<file path="config.mk">
export PLATFORM = sky130hd
export DESIGN_NAME = wdm_top
export DESIGN_NICKNAME = d
export VERILOG_FILES = /design/src/rtl/wdm_pkg.sv /design/src/rtl/wdm_clk_mon.sv /design/src/rtl/wdm_top.sv
export VERILOG_INCLUDE_DIRS = /design/src /design/src/rtl
export SDC_FILE = /design/constraint.sdc
export NUM_CORES = 1
export LEC_CHECK = 0
export BUFFER_PORTS_ARGS = -buffer_cell sky130_fd_sc_hd__buf_2
export CORE_AREA = 2 2 90 92
export CTS_CLUSTER_DIAMETER = 100
export DETAILED_ROUTE_END_ITERATION = 7
export DIE_AREA = 0 0 92 94
export GPL_ROUTABILITY_DRIVEN = 0
export PLACE_DENSITY = 0.75
export SLEW_MARGIN = 20
export SYNTH_ARGS = -nofsm -noshare
export SYNTH_HDL_FRONTEND = slang
export SYNTH_SLANG_ARGS = --single-unit
</file>
<file path="constraint.sdc">
create_clock -name clk_sys_i -period 2.3 [get_ports clk_sys_i]
set_input_delay 0.115 -clock clk_sys_i [delete_from_list [all_inputs] [get_ports clk_sys_i]]
set_output_delay 0.115 -clock clk_sys_i [all_outputs]
set_load 0.005 [all_outputs]
</file>
<file path="src/rtl/wdm_regs.svh">
`ifndef WDM_REGS_SVH
`define WDM_REGS_SVH

// ----------------------------------------------------------------
// Register offsets
// ----------------------------------------------------------------
`define WDM_SVC_OFS     12'h000
`define WDM_STAT_OFS    12'h004

// ----------------------------------------------------------------
// Service register fields, reset values and option bit
// ----------------------------------------------------------------
`define WDM_SEL_MSB     7
`define WDM_SEL_LSB     6
`define WDM_KEY_MSB     5
`define WDM_KEY_LSB     1
`define WDM_CM_BIT      0
`define WDM_KEY         5'h0c
`define WDM_SEL_RST     2'h3
`define WDM_CM_RST      1'b1
`define WDM_OPT_BIT     2

// ----------------------------------------------------------------
// Status register fields
// ----------------------------------------------------------------
`define WDM_ST_BUSY     0
`define WDM_ST_CFG      1
`define WDM_ST_EN       2
`define WDM_ST_CMERR    3
`define WDM_ST_LOWOFF   4

// ----------------------------------------------------------------
// Timing
// ----------------------------------------------------------------
`define WDM_LOWER       17'h00800
`define WDM_UPPER_BASE  17'h02000
`define WDM_CLK_HZ      20000000
`define WDM_LS_HZ       32768
`define WDM_CM_MIN_HZ   5000
`define WDM_LS_DIV      (`WDM_CLK_HZ / `WDM_LS_HZ)
`define WDM_CM_LIMIT    (`WDM_CLK_HZ / `WDM_CM_MIN_HZ)
`define WDM_HOLD        16

`endif

</file>
<file path="src/rtl/wdm_pkg.sv">
// ----------------------------------------------------------------
// Types
// ----------------------------------------------------------------
package wdm_pkg;

   typedef enum logic [1:0] {
      st_idle,
      st_drive,
      st_hold,
      st_wait
   } wdm_state_t;

endpackage : wdm_pkg

</file>
<file path="src/rtl/wdm_clk_mon.sv">
`timescale 1ns/1ns
`default_nettype none
`include "wdm_regs.svh"

module wdm_clk_mon #(
   parameter int LIMIT = `WDM_CM_LIMIT
) (
   // Clock and reset
   input  wire logic clk_sys_i,
   input  wire logic resetn_i,
   // Instruction cycle strobe
   input  wire logic tick_i,
   // Slow clock flag
   output var  logic err_o
);

   localparam int CW = $clog2(LIMIT + 2);

   logic [CW-1:0] gap;
   logic [CW-1:0] next_gap;
   logic          next_err;

   if (LIMIT < 2) begin : g_chk
      $error("wdm_clk_mon: LIMIT too small");
   end

   // ----------------------------------------------------------------
   // Gap between instruction cycles, saturating past the limit
   // ----------------------------------------------------------------
   always_comb
   begin
      next_gap = gap;
      next_err = err_o;
      if (tick_i)
      begin
         next_gap = '0;
         next_err = 1'b0;
      end
      else if (gap != CW'(LIMIT + 1))
      begin
         next_gap = gap + 1'b1;
      end
      // Only a gap longer than one 5 kHz period is flagged
      if (!tick_i && gap >= CW'(LIMIT))
      begin
         next_err = 1'b1;
      end
   end

   always_ff @(posedge clk_sys_i or negedge resetn_i)
   begin
      if (!resetn_i)
      begin
         gap   <= '0;
         err_o <= 1'b0;
      end
      else
      begin
         gap   <= next_gap;
         err_o <= next_err;
      end
   end

endmodule : wdm_clk_mon

`default_nettype wire

</file>
<file path="src/rtl/wdm_top.sv">
// The implementer's own choices: the APB register port and the placing of the registers.
`timescale 1ns/1ns
`default_nettype none
`include "wdm_regs.svh"

//Operation
//- Option bit 2 low enables watchdog
//- Service byte: window, key, monitor select
//- Key field must equal 01100
//- Lower limit fixed at 2048 window ticks
//- Window select gives 8k to 64k
//- Time counted in instruction cycles, or low-speed clock ticks in low-speed mode
//- Bit 0 enables the clock monitor
//- No monitor error at 5 kHz or above
//- Both detectors inactive during reset
//- Reset arms 64k window, monitor on
//- Slow or dead clock flagged after reset
//- First keyed write fixes configuration forever
//- Later writes must match all bits
//- Service before lower limit is error
//- Boot entry suppresses lower, services now
//- Boot exit services watchdog once more
//- Active-low output, weak pull-up idle
//- Hold low 16 cycles past threshold
//- Service ignored while output driven
//- Key field reads back as zero
//- Halt and idle freeze watchdog only
module wdm_top
   import wdm_pkg::*;
#(
   parameter int LS_DIV = `WDM_LS_DIV,
   parameter int HOLD   = `WDM_HOLD
) (
   // Clock and reset
   input  wire logic        clk_sys_i,
   input  wire logic        resetn_i,
   // APB slave
   input  wire logic [11:0] paddr_i,
   input  wire logic        psel_i,
   input  wire logic        penable_i,
   input  wire logic        pwrite_i,
   input  wire logic [31:0] pwdata_i,
   output var  logic [31:0] prdata_o,
   output var  logic        pready_o,
   output var  logic        pslverr_o,
   // Core status
   input  wire logic [7:0]  option_i,
   input  wire logic        instr_tick_i,
   input  wire logic        low_speed_i,
   input  wire logic        halt_i,
   input  wire logic        idle_i,
   input  wire logic        boot_enter_i,
   input  wire logic        boot_exit_i,
   // Fault pin, open drain
   input  wire logic        watchdog_fault_out_i,
   output var  logic        watchdog_fault_out_o,
   output var  logic        watchdog_fault_out_oe_n_o
);

   if (LS_DIV < 2 || LS_DIV > 1023 || HOLD < 2 || HOLD > 31)
   begin : g_chk
      $error("wdm_top: LS_DIV or HOLD out of range");
   end

   // ----------------------------------------------------------------
   // Decoding helpers
   // ----------------------------------------------------------------
   function automatic logic key_ok(input logic [7:0] v);
      return v[`WDM_KEY_MSB:`WDM_KEY_LSB] == `WDM_KEY;
   endfunction : key_ok

   function automatic logic [16:0] upper_of(input logic [1:0] s);
      return `WDM_UPPER_BASE << s;
   endfunction : upper_of

   logic [9:0]  ls_cnt;
   logic [9:0]  next_ls_cnt;
   logic        ls_tick;
   logic        next_ls_tick;
   logic        pin_s1;
   logic        pin_s2;
   logic        opt_done;
   logic        next_opt_done;
   logic        wd_en;
   logic        next_wd_en;
   logic [16:0] wcnt;
   logic [16:0] next_wcnt;
   logic        configured;
   logic        next_configured;
   logic [1:0]  sel;
   logic [1:0]  next_sel;
   logic        cm_en;
   logic        next_cm_en;
   logic        lower_off;
   logic        next_lower_off;
   logic        pm_q;
   logic        next_pm_q;
   wdm_state_t  st;
   wdm_state_t  next_st;
   logic [4:0]  hold_cnt;
   logic [4:0]  next_hold_cnt;
   logic        next_oe_n;
   logic        next_pready;
   logic        next_pslverr;
   logic [31:0] next_prdata;
   logic        cm_err;
   logic        tick;
   logic        pm;
   logic        busy;
   logic        svc_wr;
   logic [7:0]  svc_byte;
   logic        err_svc;
   logic        err_up;
   logic        cm_fault;
   logic        restart_win;

   assign pm       = halt_i | idle_i;
   assign busy     = st != st_idle;
   assign svc_byte = pwdata_i[7:0];
   assign svc_wr   = psel_i & penable_i & pwrite_i & ~pready_o
                     & (paddr_i == `WDM_SVC_OFS);
   assign tick     = low_speed_i ? ls_tick : instr_tick_i;
   assign cm_fault = cm_en & cm_err;
   assign restart_win = (st == st_wait) & pin_s2;

   // ----------------------------------------------------------------
   // Clock monitor
   // ----------------------------------------------------------------
   wdm_clk_mon #(
      .LIMIT (`WDM_CM_LIMIT)
   ) u_clk_mon (
      .clk_sys_i (clk_sys_i),
      .resetn_i  (resetn_i),
      .tick_i    (instr_tick_i),
      .err_o     (cm_err)
   );

   // ----------------------------------------------------------------
   // Low-speed clock divider, option capture, pin synchroniser
   // ----------------------------------------------------------------
   always_comb
   begin
      next_ls_cnt   = ls_cnt + 10'h001;
      next_ls_tick  = 1'b0;
      if (ls_cnt == 10'(LS_DIV - 1))
      begin
         next_ls_cnt  = 10'h000;
         next_ls_tick = 1'b1;
      end
      next_opt_done = 1'b1;
      next_wd_en    = wd_en;
      if (!opt_done)
      begin
         next_wd_en = ~option_i[`WDM_OPT_BIT];
      end
   end

   always_ff @(posedge clk_sys_i or negedge resetn_i)
   begin
      if (!resetn_i)
      begin
         ls_cnt   <= 10'h000;
         ls_tick  <= 1'b0;
         opt_done <= 1'b0;
         wd_en    <= 1'b0;
         pin_s1   <= 1'b1;
         pin_s2   <= 1'b1;
      end
      else
      begin
         ls_cnt   <= next_ls_cnt;
         ls_tick  <= next_ls_tick;
         opt_done <= next_opt_done;
         wd_en    <= next_wd_en;
         pin_s1   <= watchdog_fault_out_i;
         pin_s2   <= pin_s1;
      end
   end

   // ----------------------------------------------------------------
   // Service window and configuration
   // ----------------------------------------------------------------
   assign err_up = tick & ~busy & ~pm & wd_en
                   & (wcnt == upper_of(sel) - 17'h00001);

   always_comb
   begin
      next_wcnt       = wcnt;
      next_configured = configured;
      next_sel        = sel;
      next_cm_en      = cm_en;
      next_lower_off  = lower_off;
      next_pm_q       = pm;
      err_svc         = 1'b0;
      if (restart_win || !wd_en)
      begin
         next_wcnt = 17'h00000;
      end
      else if (boot_enter_i || boot_exit_i)
      begin
         next_wcnt      = 17'h00000;
         next_lower_off = 1'b1;
      end
      else if (pm)
      begin
         next_wcnt = wcnt;
      end
      else if (pm_q)
      begin
         next_wcnt      = 17'h00000;
         next_lower_off = 1'b0;
      end
      else if (svc_wr && !busy)
      begin
         if (!configured)
         begin
            if (key_ok(svc_byte))
            begin
               next_configured = 1'b1;
               next_sel   = svc_byte[`WDM_SEL_MSB:`WDM_SEL_LSB];
               next_cm_en = svc_byte[`WDM_CM_BIT];
               next_wcnt      = 17'h00000;
               next_lower_off = 1'b0;
            end
            else
            begin
               err_svc = 1'b1;
            end
         end
         else if (svc_byte != {sel, `WDM_KEY, cm_en})
         begin
            err_svc = 1'b1;
         end
         else if (wcnt < `WDM_LOWER && !lower_off)
         begin
            err_svc = 1'b1;
         end
         else
         begin
            next_wcnt      = 17'h00000;
            next_lower_off = 1'b0;
         end
      end
      else if (tick && !busy)
      begin
         next_wcnt = wcnt + 17'h00001;
      end
   end

   always_ff @(posedge clk_sys_i or negedge resetn_i)
   begin
      if (!resetn_i)
      begin
         wcnt       <= 17'h00000;
         configured <= 1'b0;
         sel        <= `WDM_SEL_RST;
         cm_en      <= `WDM_CM_RST;
         lower_off  <= 1'b1;
         pm_q       <= 1'b0;
      end
      else
      begin
         wcnt       <= next_wcnt;
         configured <= next_configured;
         sel        <= next_sel;
         cm_en      <= next_cm_en;
         lower_off  <= next_lower_off;
         pm_q       <= next_pm_q;
      end
   end

   // ----------------------------------------------------------------
   // Fault pin sequencer
   // ----------------------------------------------------------------
   always_comb
   begin
      next_st       = st;
      next_hold_cnt = hold_cnt;
      unique case (st)
         st_idle:
            if (wd_en && (err_svc || err_up || cm_fault))
            begin
               next_st = st_drive;
            end
         st_drive:
            if (!pin_s2)
            begin
               next_st       = st_hold;
               next_hold_cnt = 5'h00;
            end
         st_hold:
            if (cm_fault)
            begin
               next_hold_cnt = 5'h00;
            end
            else if (hold_cnt == 5'(HOLD - 1))
            begin
               next_st = st_wait;
            end
            else
            begin
               next_hold_cnt = hold_cnt + 5'h01;
            end
         st_wait:
            if (pin_s2)
            begin
               next_st = st_idle;
            end
      endcase
      next_oe_n = ~(next_st == st_drive || next_st == st_hold);
   end

   always_ff @(posedge clk_sys_i or negedge resetn_i)
   begin
      if (!resetn_i)
      begin
         st                        <= st_idle;
         hold_cnt                  <= 5'h00;
         watchdog_fault_out_oe_n_o <= 1'b1;
         watchdog_fault_out_o      <= 1'b0;
      end
      else
      begin
         st                        <= next_st;
         hold_cnt                  <= next_hold_cnt;
         watchdog_fault_out_oe_n_o <= next_oe_n;
         watchdog_fault_out_o      <= 1'b0;
      end
   end

   // ----------------------------------------------------------------
   // APB slave, one wait state
   // ----------------------------------------------------------------
   always_comb
   begin
      next_pready  = psel_i & penable_i & ~pready_o;
      next_pslverr = 1'b0;
      next_prdata  = 32'h00000000;
      if (next_pready)
      begin
         unique case (paddr_i)
            `WDM_SVC_OFS:
               if (!pwrite_i)
               begin
                  next_prdata[7:6] = sel;
                  next_prdata[0]   = cm_en;
               end
            `WDM_STAT_OFS:
               if (!pwrite_i)
               begin
                  next_prdata[`WDM_ST_BUSY]   = busy;
                  next_prdata[`WDM_ST_CFG]    = configured;
                  next_prdata[`WDM_ST_EN]     = wd_en;
                  next_prdata[`WDM_ST_CMERR]  = cm_fault;
                  next_prdata[`WDM_ST_LOWOFF] = lower_off;
               end
            default:
               next_pslverr = 1'b1;
         endcase
      end
   end

   always_ff @(posedge clk_sys_i or negedge resetn_i)
   begin
      if (!resetn_i)
      begin
         pready_o  <= 1'b0;
         pslverr_o <= 1'b0;
         prdata_o  <= 32'h00000000;
      end
      else
      begin
         pready_o  <= next_pready;
         pslverr_o <= next_pslverr;
         prdata_o  <= next_prdata;
      end
   end

   // ----------------------------------------------------------------
   // Checks
   // ----------------------------------------------------------------
   a_key_reject :
   assert property (@(posedge clk_sys_i) disable iff (!resetn_i)
      svc_wr && wd_en && st == st_idle && !configured
      && !key_ok(svc_byte) |=> st == st_drive ##1 !configured)
   else $error("bad key not flagged");

   a_reset_window :
   assert property (@(posedge clk_sys_i) disable iff (!resetn_i)
      !configured |-> sel == 2'h3 && cm_en)
   else $error("reset window wrong");

   a_config_lock :
   assert property (@(posedge clk_sys_i) disable iff (!resetn_i)
      configured && $past(configured) |-> $stable(sel) && $stable(cm_en))
   else $error("config changed after lock");

   a_upper_expire :
   assert property (@(posedge clk_sys_i) disable iff (!resetn_i)
      st == st_idle && wd_en && tick && !pm && sel == 2'h0
      && wcnt == 17'h01fff |=> st == st_drive ##1 !watchdog_fault_out_oe_n_o)
   else $error("8k limit not enforced");

   a_early_svc :
   assert property (@(posedge clk_sys_i) disable iff (!resetn_i)
      svc_wr && wd_en && st == st_idle && configured && !lower_off && !pm
      && !pm_q && !boot_enter_i && !boot_exit_i
      && wcnt < 17'h00800 |=> st == st_drive)
   else $error("early service not flagged");

   a_ignore_busy :
   assert property (@(posedge clk_sys_i) disable iff (!resetn_i)
      svc_wr && busy && !boot_enter_i && !boot_exit_i && !restart_win
      |=> wcnt == $past(wcnt) && configured == $past(configured))
   else $error("service taken while driving");

   a_key_hidden :
   assert property (@(posedge clk_sys_i) disable iff (!resetn_i)
      pready_o && !pwrite_i && paddr_i == 12'h000 |-> prdata_o[5:1] == 5'h00)
   else $error("key visible on read");

   a_halt_freeze :
   assert property (@(posedge clk_sys_i) disable iff (!resetn_i)
      pm && $past(pm) && wd_en && !boot_enter_i && !boot_exit_i && !restart_win
      |=> wcnt == $past(wcnt))
   else $error("window ran in power save");

   // Cycles with the pin held low and no clock fault pending
   logic [5:0]  chk_quiet;
   logic [5:0]  next_chk_quiet;

   always_comb
   begin
      next_chk_quiet = chk_quiet;
      if (watchdog_fault_out_oe_n_o || pin_s2 || cm_fault)
      begin
         next_chk_quiet = 6'h00;
      end
      else if (chk_quiet != 6'h3f)
      begin
         next_chk_quiet = chk_quiet + 6'h01;
      end
   end

   always_ff @(posedge clk_sys_i or negedge resetn_i)
   begin
      if (!resetn_i)
      begin
         chk_quiet <= 6'h00;
      end
      else
      begin
         chk_quiet <= next_chk_quiet;
      end
   end

   a_pin_release :
   assert property (@(posedge clk_sys_i) disable iff (!resetn_i)
      !watchdog_fault_out_oe_n_o |-> chk_quiet <= 6'(HOLD))
   else $error("pin not released after hold");

   a_boot_service :
   assert property (@(posedge clk_sys_i) disable iff (!resetn_i)
      boot_enter_i && !restart_win |=> wcnt == 17'h00000 && lower_off)
   else $error("boot entry did not service");

   a_cm_flag :
   assert property (@(posedge clk_sys_i) disable iff (!resetn_i)
      st == st_idle && wd_en && cm_en && cm_err |=> st == st_drive)
   else $error("clock error not flagged");

endmodule : wdm_top

`default_nettype wire

</file>
# Yosys cells after proc, flatten, opt, wreduce, memory -nomap -nowiden
# Cells that the tools add are included.
# totals
register_bits	68
in_bits	64
out_inout_bits	36
elab_cells	155
# classes
n_addsub	5
magnitude_cmp	2
n_eq_ne	21
n_shift	1
mux	56
bitwise_logic	21
n_reduce_logical	29
# ops
cell	n
$mux 17	10
$mux 1	26
$mux 5	5
$mux 12	2
$add 17x1->17 const B	1
$eq 17x17->1	1
$lt 17x12->1 const B	1
$shl 14x2->17 const A	1
$sub 17x1->17 const B	1
$mux 2	8
$add 12x1->12 const B	1
$eq 12x3->1 const B	1
$ge 12x12->1 const B	1
$logic_not 12->1	1
$ne 12x12->1 const B	1
$ne 6x6->1 const B	2
$and 1x1->1	11
$add 10x1->10 const B	1
$eq 10x10->1 const B	1
$eq 5x4->1 const B	2
$mux 10	1
$pmux 5 s2	1
$reduce_and 5->1	2
$not 1->1	9
other kinds (26)	44

# Depth between registers and ports, before layout
# Gate-level depths: netlist of the first run.
# depth
ltp_word	18
mapped_depth	9
ltp_nobuf	9

# Hierarchy
# A second synthesis of the first run with hierarchy kept.
# hier_totals
hier_cells	384
hier_area_um2	3728.6
# modules_own_cells
mod	instances	cells_each	area_each_um2	seq_area_each_um2
wdm_top	1	313	3012.9	1385.1
wdm_clk_mon	1	71	715.7	325.3

# Worst setup path before layout of the first run
# OpenSTA, ideal clock, no wires.
# synth_path
path_type	register -> register
startpoint	register wcnt[13]
endpoint	register wcnt[2]
setup_time_ns	0.086
t_arrival_ns	1.992
required_time_ns	2.214
setup_slack_ns	0.223
stages_incl_launch_ff	8
path_buffers	1
period_less_slack_ns	2.077
cell_sequence	dfrtp_1 -> buf_6 -> or4_1 -> nor4_2 -> o41ai_2 -> a221oi_4 -> o21ai_4 -> o221ai_2
# synth_via
elab_chain_len	4
# synth_lines
element	line	text
from (decl)	wdm_top.sv:86	logic [16:0] wcnt;
from (signal assigned)	wdm_top.sv:263	wcnt <= next_wcnt;
$lt 17x12->1 (no line)	--	
$logic_and 1x1->1	wdm_top.sv:234	else if (wcnt < `WDM_LOWER && !lower_off)
$ne 6x6->1 (no line)	--	
$reduce_and 5->1 (no line)	--	
# No other way between the ends.
# A chain may end at the register's enable or synchronous reset.

# Worst setup path in the final report of the first run
# layout_path
startpoint	register wcnt[16]
endpoint	register wcnt[13]
# The elaborated chain is that of the path after synthesis.

==> results of run 1 <==
sequential cells by signal (all words and copies together) (netlist names), 2 cells and up:
signal	flops
ls_cnt	10
prdata_o	7
wcnt	17
st	2
sel	2
hold_cnt	5
u_clk_mon.gap	12
cell type report:
cell class                      count  area share [%]
Clock inverter                      5            2.42
Clock buffer                       11            3.45
Multi-Input combinational cell    284            41.3
Tap cell                          102            2.90
Inverter                           18            1.54
Sequential cell                    68            39.0
Timing Repair Buffer               66            9.48
report_power, final:
| group | switching (uW) | internal [uW] | total (uW) |
|---|---|---|---|
| clock | 464 | 784 | 1250 |
| sequential | 13.1 | 1210 | 1220 |
| combinational | 95.6 | 59.7 | 155 |
| total | 572 | 2060 | 2630 |
per-stage QoR:
step / cells / area [sq um] / worst slack [ps] / hold slack [ps]
after floorplan: 406 / 3810 / 223 / -181
after global placement: 534 / 4070 / 65.5 / 193
after detailed placement: 534 / 4070 / 19.8 / 193
after CTS: 554 / 4370 / 8.17 / 17.9
after global routing: 554 / 4390 / 10.2 / 28.2
final: 554 / 4390 / 119 / 30.3
cell usage after synthesis, types with 5 or more instances:
| library cell | n |
|---|---|
| a21oi_1 | 6 |
| a31oi_1 | 6 |
| and3_1 | 13 |
| buf_4 | 26 |
| clkbuf_1 | 6 |
| dfrtp_1 | 61 |
| dfstp_2 | 7 |
| ha_1 | 8 |
| inv_1 | 18 |
| nand2_1 | 30 |
| nand3_1 | 27 |
| nor2_1 | 39 |
| nor3_1 | 12 |
| nor4_1 | 5 |
| o21ai_0 | 11 |
| o311ai_0 | 5 |
| o31ai_1 | 5 |
| xnor2_1 | 12 |
| xor2_1 | 12 |
metal layers:
metal,vias up,part of all wire [%],GRT usage [%]
met5,-,0,0
met4,0,1.1,6.34
met3,6,4.9,3.69
met2,87,49,31.6
met1,1384,45,24.4
li1,1419,-,-
kinds of logic (layout without fill, tap and decap cells):
group	Yosys count	after routing	synth area share, %
AND/OR/NAND/NOR	160	160	22.6
flip-flops	68	68	46.0
AO/OA/AOI/OAI	57	57	12.2
buffers and inverters	54	100	8.38
XOR/XNOR	24	24	5.65
adder cells (fa/ha/maj)	8	8	2.69
multiplexers	8	8	2.29
other	2	27	0.202
timing repair:
item / CTS / global route
resized for setup: 0 / 6
hold buffers: 4 / 0
setup endpoints to repair: 0 / 17
endpoints found under the hold margin: 31 / 0
worst max-delay path by stage:
| stage | start | cells past startpoint | end | slack [ps] |
|---|---|---|---|---|
| floorplan | wcnt[13] | 7 | wcnt[2] | 220 |
| global route | wcnt[15] | 7 | wcnt[0] | 10 |
| global placement | lower_off | 7 | wcnt[15] | 70 |
| detailed placement | lower_off | 7 | wcnt[10] | 20 |
| finish | wcnt[16] | 7 | wcnt[13] | 120 |
| CTS | lower_off | 7 | wcnt[10] | 8 |
==> impl_metrics.ini, run 1 <==
[status]
outcome = completed

[synth]
synth_top_area_share_pct = 41.1
ys_seq_area_share_pct = 46.0
synth_edf_count = 0
ys.flop_type = dfrtp_1
synth.avg_cell_area_sq_um = 9.76
syn_area_sq_um = 3720
syn_inst = 381
synthTopCellsByArea = dfrtp_1 (41%), buf_4 (5.3%), dfstp_2 (4.9%)
yosysUniqueCellTypes = 57
ys_warn_count = 0
yosysTopAreaCell = dfrtp_1
synth_seq_cells = 68
ys_async_sr_fraction_pct = 100

[final_layout]
layout.nets = 519
drive_above_1_share_pct = 24.1
register_area_sq_um = 1710
synthToLayoutAreaGrowth_pct = 18.2
final_common_cell = dfrtp_1
n_antenna_cell = 0
final_core_util_pct = 57.8
layout_common_cells = dfrtp_1 (60), buf_2 (42), nor2_1 (39)
fillCellCount = 678
multi_input_area_sq_um = 1810

[worst_hold_path]
hp-class = in2reg
min_from = paddr_i[2]
hold_path_depth = 2
min_to = prdata_o[7]

[critical_path]
critPathMaxFanout = 10
critical_path_buf_inv_count = 1
end_kind = register
crit_chain = or4_4 > nor4_4 > o41ai_4 > a221oi_4 > buf_6 > o21ai_4 > a31oi_2
r2r_cells = 7
slowest_stage = or4_4
critPathKind = reg2reg
regToRegSetupSlack_ps = 120
cp-start-kind = register
rr_startpoint = wcnt[16]
slowest_delay_ps = 500
worstPathArrival_ps = 2440
required_ps = 2560
cp_top_family = simple AND/OR/NAND/NOR gates
reg2reg_to = wcnt[13]

[sta]
worst_pin_slew_ps = 688
setup_tns_ps = 0
max_freq_mhz = 459
finalHoldViolCount = 0
slew-limit-headroom_pct = 54.2
setup-violations-final = 0
rsz0062_at_grt = false
min_period_ps = 2180
skew_ps = 13.8
finalCritPeriodShare_pct = 94.8
finalMaxSlewViolations = 0

[global_route]
grt_first_pass_wirelength_um = 13000
antenna_found_initial = 0
grt.overflow.total = 0
first_global_vias = 2844
grt_max_degree = 40
grt_util_all_layers_pct = 18.8

[die]
start_util_pct = 48.9
die_height_um = 94
coreArea_sq_um = 7610
io_pins = 100
die_width_um = 92
rows = 32
die-area_sq_um = 8650

[clocking]
clock_latency_ps = 340
cts_tree = done
postCtsSetupBuffers = 0
clock_sinks = 68
root_buffer = clkbuf_8
clk_pin_slew_worst_paths_ps = 70
clock_path_buffers = 2
cts_buffers = 9
htreeDepth = 3

[routing]
drtAntennaViolNets = 0
dr.first_iter.drc_count = 186
route.detailed.drc = 0
first_pass_iters = 4
viasPerCell = 5.23
post_drt_wl_per_cell_um = 13.3
wl_um = 7400
num_vias = 2896

[power]
cellPowerDensity_nw_per_um2 = 598
power_uw = 2630
power.leakage_uw = 0.00196
vdd.ir_drop.worst_uv = 317

[placed_design]
hpwl_um = 5350
port_buffers = 42

[job]
cap_violations = 0
Note: power is estimated with default switching activity, not from simulation.
==> inputs of run 2 (changes only) <==
RECOVER_POWER = 25   (was default)
==> run 2 against run 1 <==
  * The flow now finishes with violations (max-capacitance violations, max-slew violations)
  * Flip-flop and latch count did not move
  * Hold slack hardly changed
  * Die area unchanged
  * First-iteration DRC count grew 15%
  * Count of clock-buffer cells in the layout unchanged
  * Critical path depth stayed put
  * Setup slack better by 2.0 ps
  * Maximum frequency about the same
  * Largest cell class unchanged
  * Largest power group unchanged
  * Highest routed layer unchanged
==> impl_metrics.ini, run 2 (synthesized netlist as in run 1, its figures left out) <==
[power]
vdd.ir_drop.worst_uv = 316
cellPowerDensity_nw_per_um2 = 598
power.leakage_uw = 0.00196
netSwitchingFraction_pct = 21.8
p_sw_uw = 572
internal-power_uw = 2060
combPwrFrac_pct = 5.9
pwr-share-clk_pct = 47.5
p_seq_share_pct = 46.6

[critical_path]
startpoint = wcnt[16]
cp-start-kind = register
critical_path_buf_inv_count = 1
reg2reg_to = wcnt[13]
critPathMaxFanout = 10
slowest_delay_ps = 500
required_ps = 2560
crit_chain = or4_4 > nor4_4 > o41ai_4 > a221oi_4 > buf_6 > o21ai_4 > a31oi_2
rr_startpoint = wcnt[16]
critPathKind = reg2reg
r2r_cells = 7
end_kind = register
slowest_stage = or4_4
cp_top_family = simple AND/OR/NAND/NOR gates
regToRegSetupSlack_ps = 120
path_depth = 7
worstPathArrival_ps = 2440

[clocking]
cts_buffers = 9
clock_latency_ps = 340
cts_tree = done
clock_path_buffers = 2
clock_sinks = 68
clk_pin_slew_worst_paths_ps = 70
root_buffer = clkbuf_8
htreeDepth = 3

[sta]
slew-limit-headroom_pct = -10.2
skew_ps = 13.5
finalCritPeriodShare_pct = 94.7
max_freq_mhz = 459
setup_tns_ps = 0
worst_pin_slew_ps = 1650
finalMaxSlewViolations = 30
whs_ps = 30.3
finalHoldViolCount = 0
setup_slack_ps = 121
setup-violations-final = 0
min_period_ps = 2180
rsz0062_at_grt = false

[final_layout]
drive_above_1_share_pct = 23.9
design_area_sq_um = 4390
layout_common_cells = dfrtp_1 (60), buf_2 (41), nor2_1 (39)
final_common_cell = dfrtp_1
largest_register = wcnt
n_antenna_cell = 0
largest_register_ffs = 17
largestRegisters = wcnt x17, u_clk_mon.gap x12, ls_cnt x10
layout.nets = 519
synthToLayoutAreaGrowth_pct = 18.2

[routing]
dr.first_iter.drc_count = 214
wl_um = 7410
first_pass_iters = 4
viasPerCell = 5.23
drtAntennaViolNets = 0
route.detailed.drc = 0
post_drt_wl_per_cell_um = 13.4
num_vias = 2898

[global_route]
first_global_vias = 2844
antenna_found_initial = 0
grt_max_degree = 40
grt.overflow.total = 0
grt_util_all_layers_pct = 18.8
grt_first_pass_wirelength_um = 13000

[worst_hold_path]
min_from = paddr_i[2]
min_to = prdata_o[7]
hold_path_depth = 2
hp-class = in2reg

[die]
io_pins = 100
rows = 32
die_height_um = 94
die_width_um = 92
start_util_pct = 48.9
die-area_sq_um = 8650
coreArea_sq_um = 7610

[placed_design]
port_buffers = 42
hpwl_um = 5350
pre_cts_slack_ps = 19.8
placed_cell_area_sq_um = 4070

[job]
cap_violations = 1

[status]
violations = max-capacitance violations, max-slew violations
outcome = finished, violations left
run 2: cell types whose count changed in the layout (fill, tap and decap cells not counted):
cell      before  now
buf_4         18   17
buf_2         42   41
clkbuf_1       0    1
clkbuf_4       0    1
run 2: worst max path at each step:
stage | slack, ps | end
after global routing | 10 | wcnt[0]
after global placement | 70 | wcnt[15]
after floorplan | 220 | wcnt[2]
after CTS | 8 | wcnt[10]
after detailed placement | 20 | wcnt[10]
final | 120 | wcnt[13]
run 2: metal layers:
layer / global-route usage (%) / part of all wire (%) / wire length [um] / up-vias
li1: - / - / - / 1420
met5: 0 / 0 / 0 / -
met4: 6.34 / 1.4 / 104 / 0
met3: 3.69 / 5.1 / 377 / 7
met2: 31.6 / 48 / 3580 / 85
met1: 24.4 / 45 / 3350 / 1386
run 2: repair_timing:
action                                 in CTS  in global routing
endpoints found under the hold margin      31                  0
setup buffers                               0                  0
resized for setup                           0                  6
hold buffers                                4                  0
setup endpoints to repair                   0                 17
run 2: area by class of cell:
class	count	area (sq um)
Timing Repair Buffer	66	415
Fill cell	678	3210
Tap cell	102	128
Sequential cell	68	1710
Clock buffer	11	151
Inverter	18	67.6
Clock inverter	5	106
Multi-Input combinational cell	284	1810
run 2: worst reg2reg max path, stage by stage, from the launching register on:
cell and delay (ps):
dfrtp_2 440, or4_4 500, nor4_4 280, o41ai_4 140, a221oi_4 250, buf_6 170, o21ai_4 120, a31oi_2 210
run 2: power by group through the flow:
| stage | logic, uW | clock network (uW) | registers, uW |
|---|---|---|---|
| final | 155 | 1250 | 1220 |
| after global placement | 143 | 0 | 1250 |
| after global routing | 178 | 1320 | 1230 |
| after floorplan | 97.8 | 0 | 1240 |
| after CTS | 152 | 1260 | 1220 |
| after detailed placement | 146 | 0 | 1250 |
run 2: per-stage QoR:
step	instances	total power, uW	util (%)
5_1_grt	554	2720	57.7
3_3_place_gp	534	1390	53.5
4_1_cts	554	2640	57.4
2_1_floorplan	406	1340	-
6_report	554	2630	57.7
3_5_place_dp	534	1390	53.5
==> inputs of run 3 (changes only) <==
CORE_AREA = 2 2 92 94   (was 2 2 90 92)
CTS_CLUSTER_DIAMETER = default   (was 100)
DIE_AREA = 0 0 94 96   (was 0 0 92 94)
clock period = 1.85 ns   (was 2.3 ns; I/O delays follow)
==> run 3 against run 2 <==
  * The flow finishes with violations (negative setup slack)
  * Sequential share of layout area down 2.8 points
  * Clock skew grew 2.2 ps
  * Hold slack got worse by 9.8 ps
  * Largest cell class unchanged
  * Largest power group is now registers
==> impl_metrics.ini, run 3 (synthesized netlist as in run 1, its figures left out) <==
[worst_hold_path]
hp-class = in2reg

[die]
rows = 33
coreArea_sq_um = 8050
die-area_sq_um = 9020
die_height_um = 96
start_util_pct = 46.2
die_width_um = 94
io_pins = 100

[routing]
wl_um = 8470
post_drt_wl_per_cell_um = 14.3
drtAntennaViolNets = 0
first_pass_iters = 5
dr.first_iter.drc_count = 212
num_vias = 3151
viasPerCell = 5.32
route.detailed.drc = 0

[critical_path]
critPathMaxFanout = 5
critical_path_buf_inv_count = 1
required_ps = 2110
critPathKind = reg2reg
worstPathArrival_ps = 2370
cp_top_family = simple AND/OR/NAND/NOR gates
slowest_stage = or4_4
slowest_delay_ps = 560
cp-start-kind = register
crit_chain = or4_4 > nor4_4 > o41ai_4 > a221oi_4 > buf_6 > o21ai_4 > o221ai_2
end_kind = register

[sta]
rsz0062_at_grt = true
setup-violations-final = 24
finalMaxSlewViolations = 0
min_period_ps = 2110
max_freq_mhz = 474
finalHoldViolCount = 0
skew_ps = 15.7
finalCritPeriodShare_pct = 114
setup_slack_ps = -258

[clocking]
clk_pin_slew_worst_paths_ps = 70
cts_buffers = 9
clock_sinks = 68
clock_path_buffers = 2
root_buffer = clkbuf_8
htreeDepth = 3
clock_latency_ps = 350
cts_tree = done

[global_route]
grt_first_pass_wirelength_um = 13700
grt.overflow.total = 0
first_global_vias = 3089
grt_util_all_layers_pct = 19.7
antenna_found_initial = 0
grt_max_degree = 27

[placed_design]
port_buffers = 42
hpwl_um = 5780
placed_cell_area_sq_um = 4270

[final_layout]
n_antenna_cell = 0
drive_above_1_share_pct = 32.0
largest_register = wcnt
layout.nets = 554
layout_common_cells = dfrtp_1 (61), buf_4 (48), buf_2 (43)
final_core_util_pct = 58.7
synthToLayoutAreaGrowth_pct = 27.1
largest_register_ffs = 17
register_area_sq_um = 1710
design_area_sq_um = 4720
multi_input_area_sq_um = 1940
largestRegisters = wcnt x17, u_clk_mon.gap x12, ls_cnt x10
final_common_cell = dfrtp_1
fillCellCount = 658

[status]
violations = negative setup slack
outcome = finished, violations left

[power]
power_uw = 2970
power.leakage_uw = 0.00213
cellPowerDensity_nw_per_um2 = 629
vdd.ir_drop.worst_uv = 331

[job]
cap_violations = 0
## run 3: changes by cell type in the layout (fill, tap and decap cells not counted), moves of 3 or more
cell,change
buf_4,+31
o21ai_0,-8
o21ai_1,+6
o311ai_0,-4
o311ai_1,+3
## run 3: routing by layer
metal	track usage, %	routed length [um]
met5	0	0
met4	11.4	218
met3	4.23	478
met2	31.8	4150
met1	24.4	3630
## run 3: path summary, 6_finish.rpt
| kind | slack [ps] | depth (start not counted) | end | startpoint |
|---|---|---|---|---|
| worst max register to register | -260 | 7 | wcnt[2] | wcnt[15] |
| worst max-delay path | -260 | 7 | wcnt[2] | wcnt[15] |
| worst min register to register | 360 | 0 | pin_s2 | pin_s1 |
| worst min-delay path | 20 | 2 | sel[1] | pwdata_i[7] |
| max in group asynchronous | 970 | 3 | pin_s2 | resetn_i |
| min in group asynchronous | 230 | 2 | ls_cnt[6] | resetn_i |
## run 3: area by class of cell
type                            count  area share (%)
Clock inverter                      4            1.03
Clock buffer                       12            3.07
Tap cell                          105            2.78
Sequential cell                    68            36.2
Inverter                           18            1.43
Timing Repair Buffer              100            14.4
Multi-Input combinational cell    285            41.1
## run 3: power breakdown
part	switching [uW]	internal (uW)
combinational	135	93.7
sequential	14.7	1510
clock	563	659
## run 3: what timing repair did
action                                  4_1_cts  5_1_grt
pin swaps                                     5       13
endpoints found under the setup margin       26       28
gates cloned                                  1        1
buffers inserted                              2        8
hold buffers                                  4        1
endpoints found under the hold margin        21        1
gates resized for setup                       9       29
## run 3: through the flow
stage / setup WS, ps / TNS (ps) / hold slack (ps) / cells
2_1_floorplan: -207 / -2840 / -203 / 406
3_3_place_gp: -195 / -3190 / 64.6 / 561
3_5_place_dp: -281 / -4660 / 66.8 / 561
4_1_cts: -174 / -3060 / 1.18 / 584
5_1_grt: -307 / -6090 / 13.8 / 592
6_report: -258 / -4330 / 20.5 / 592
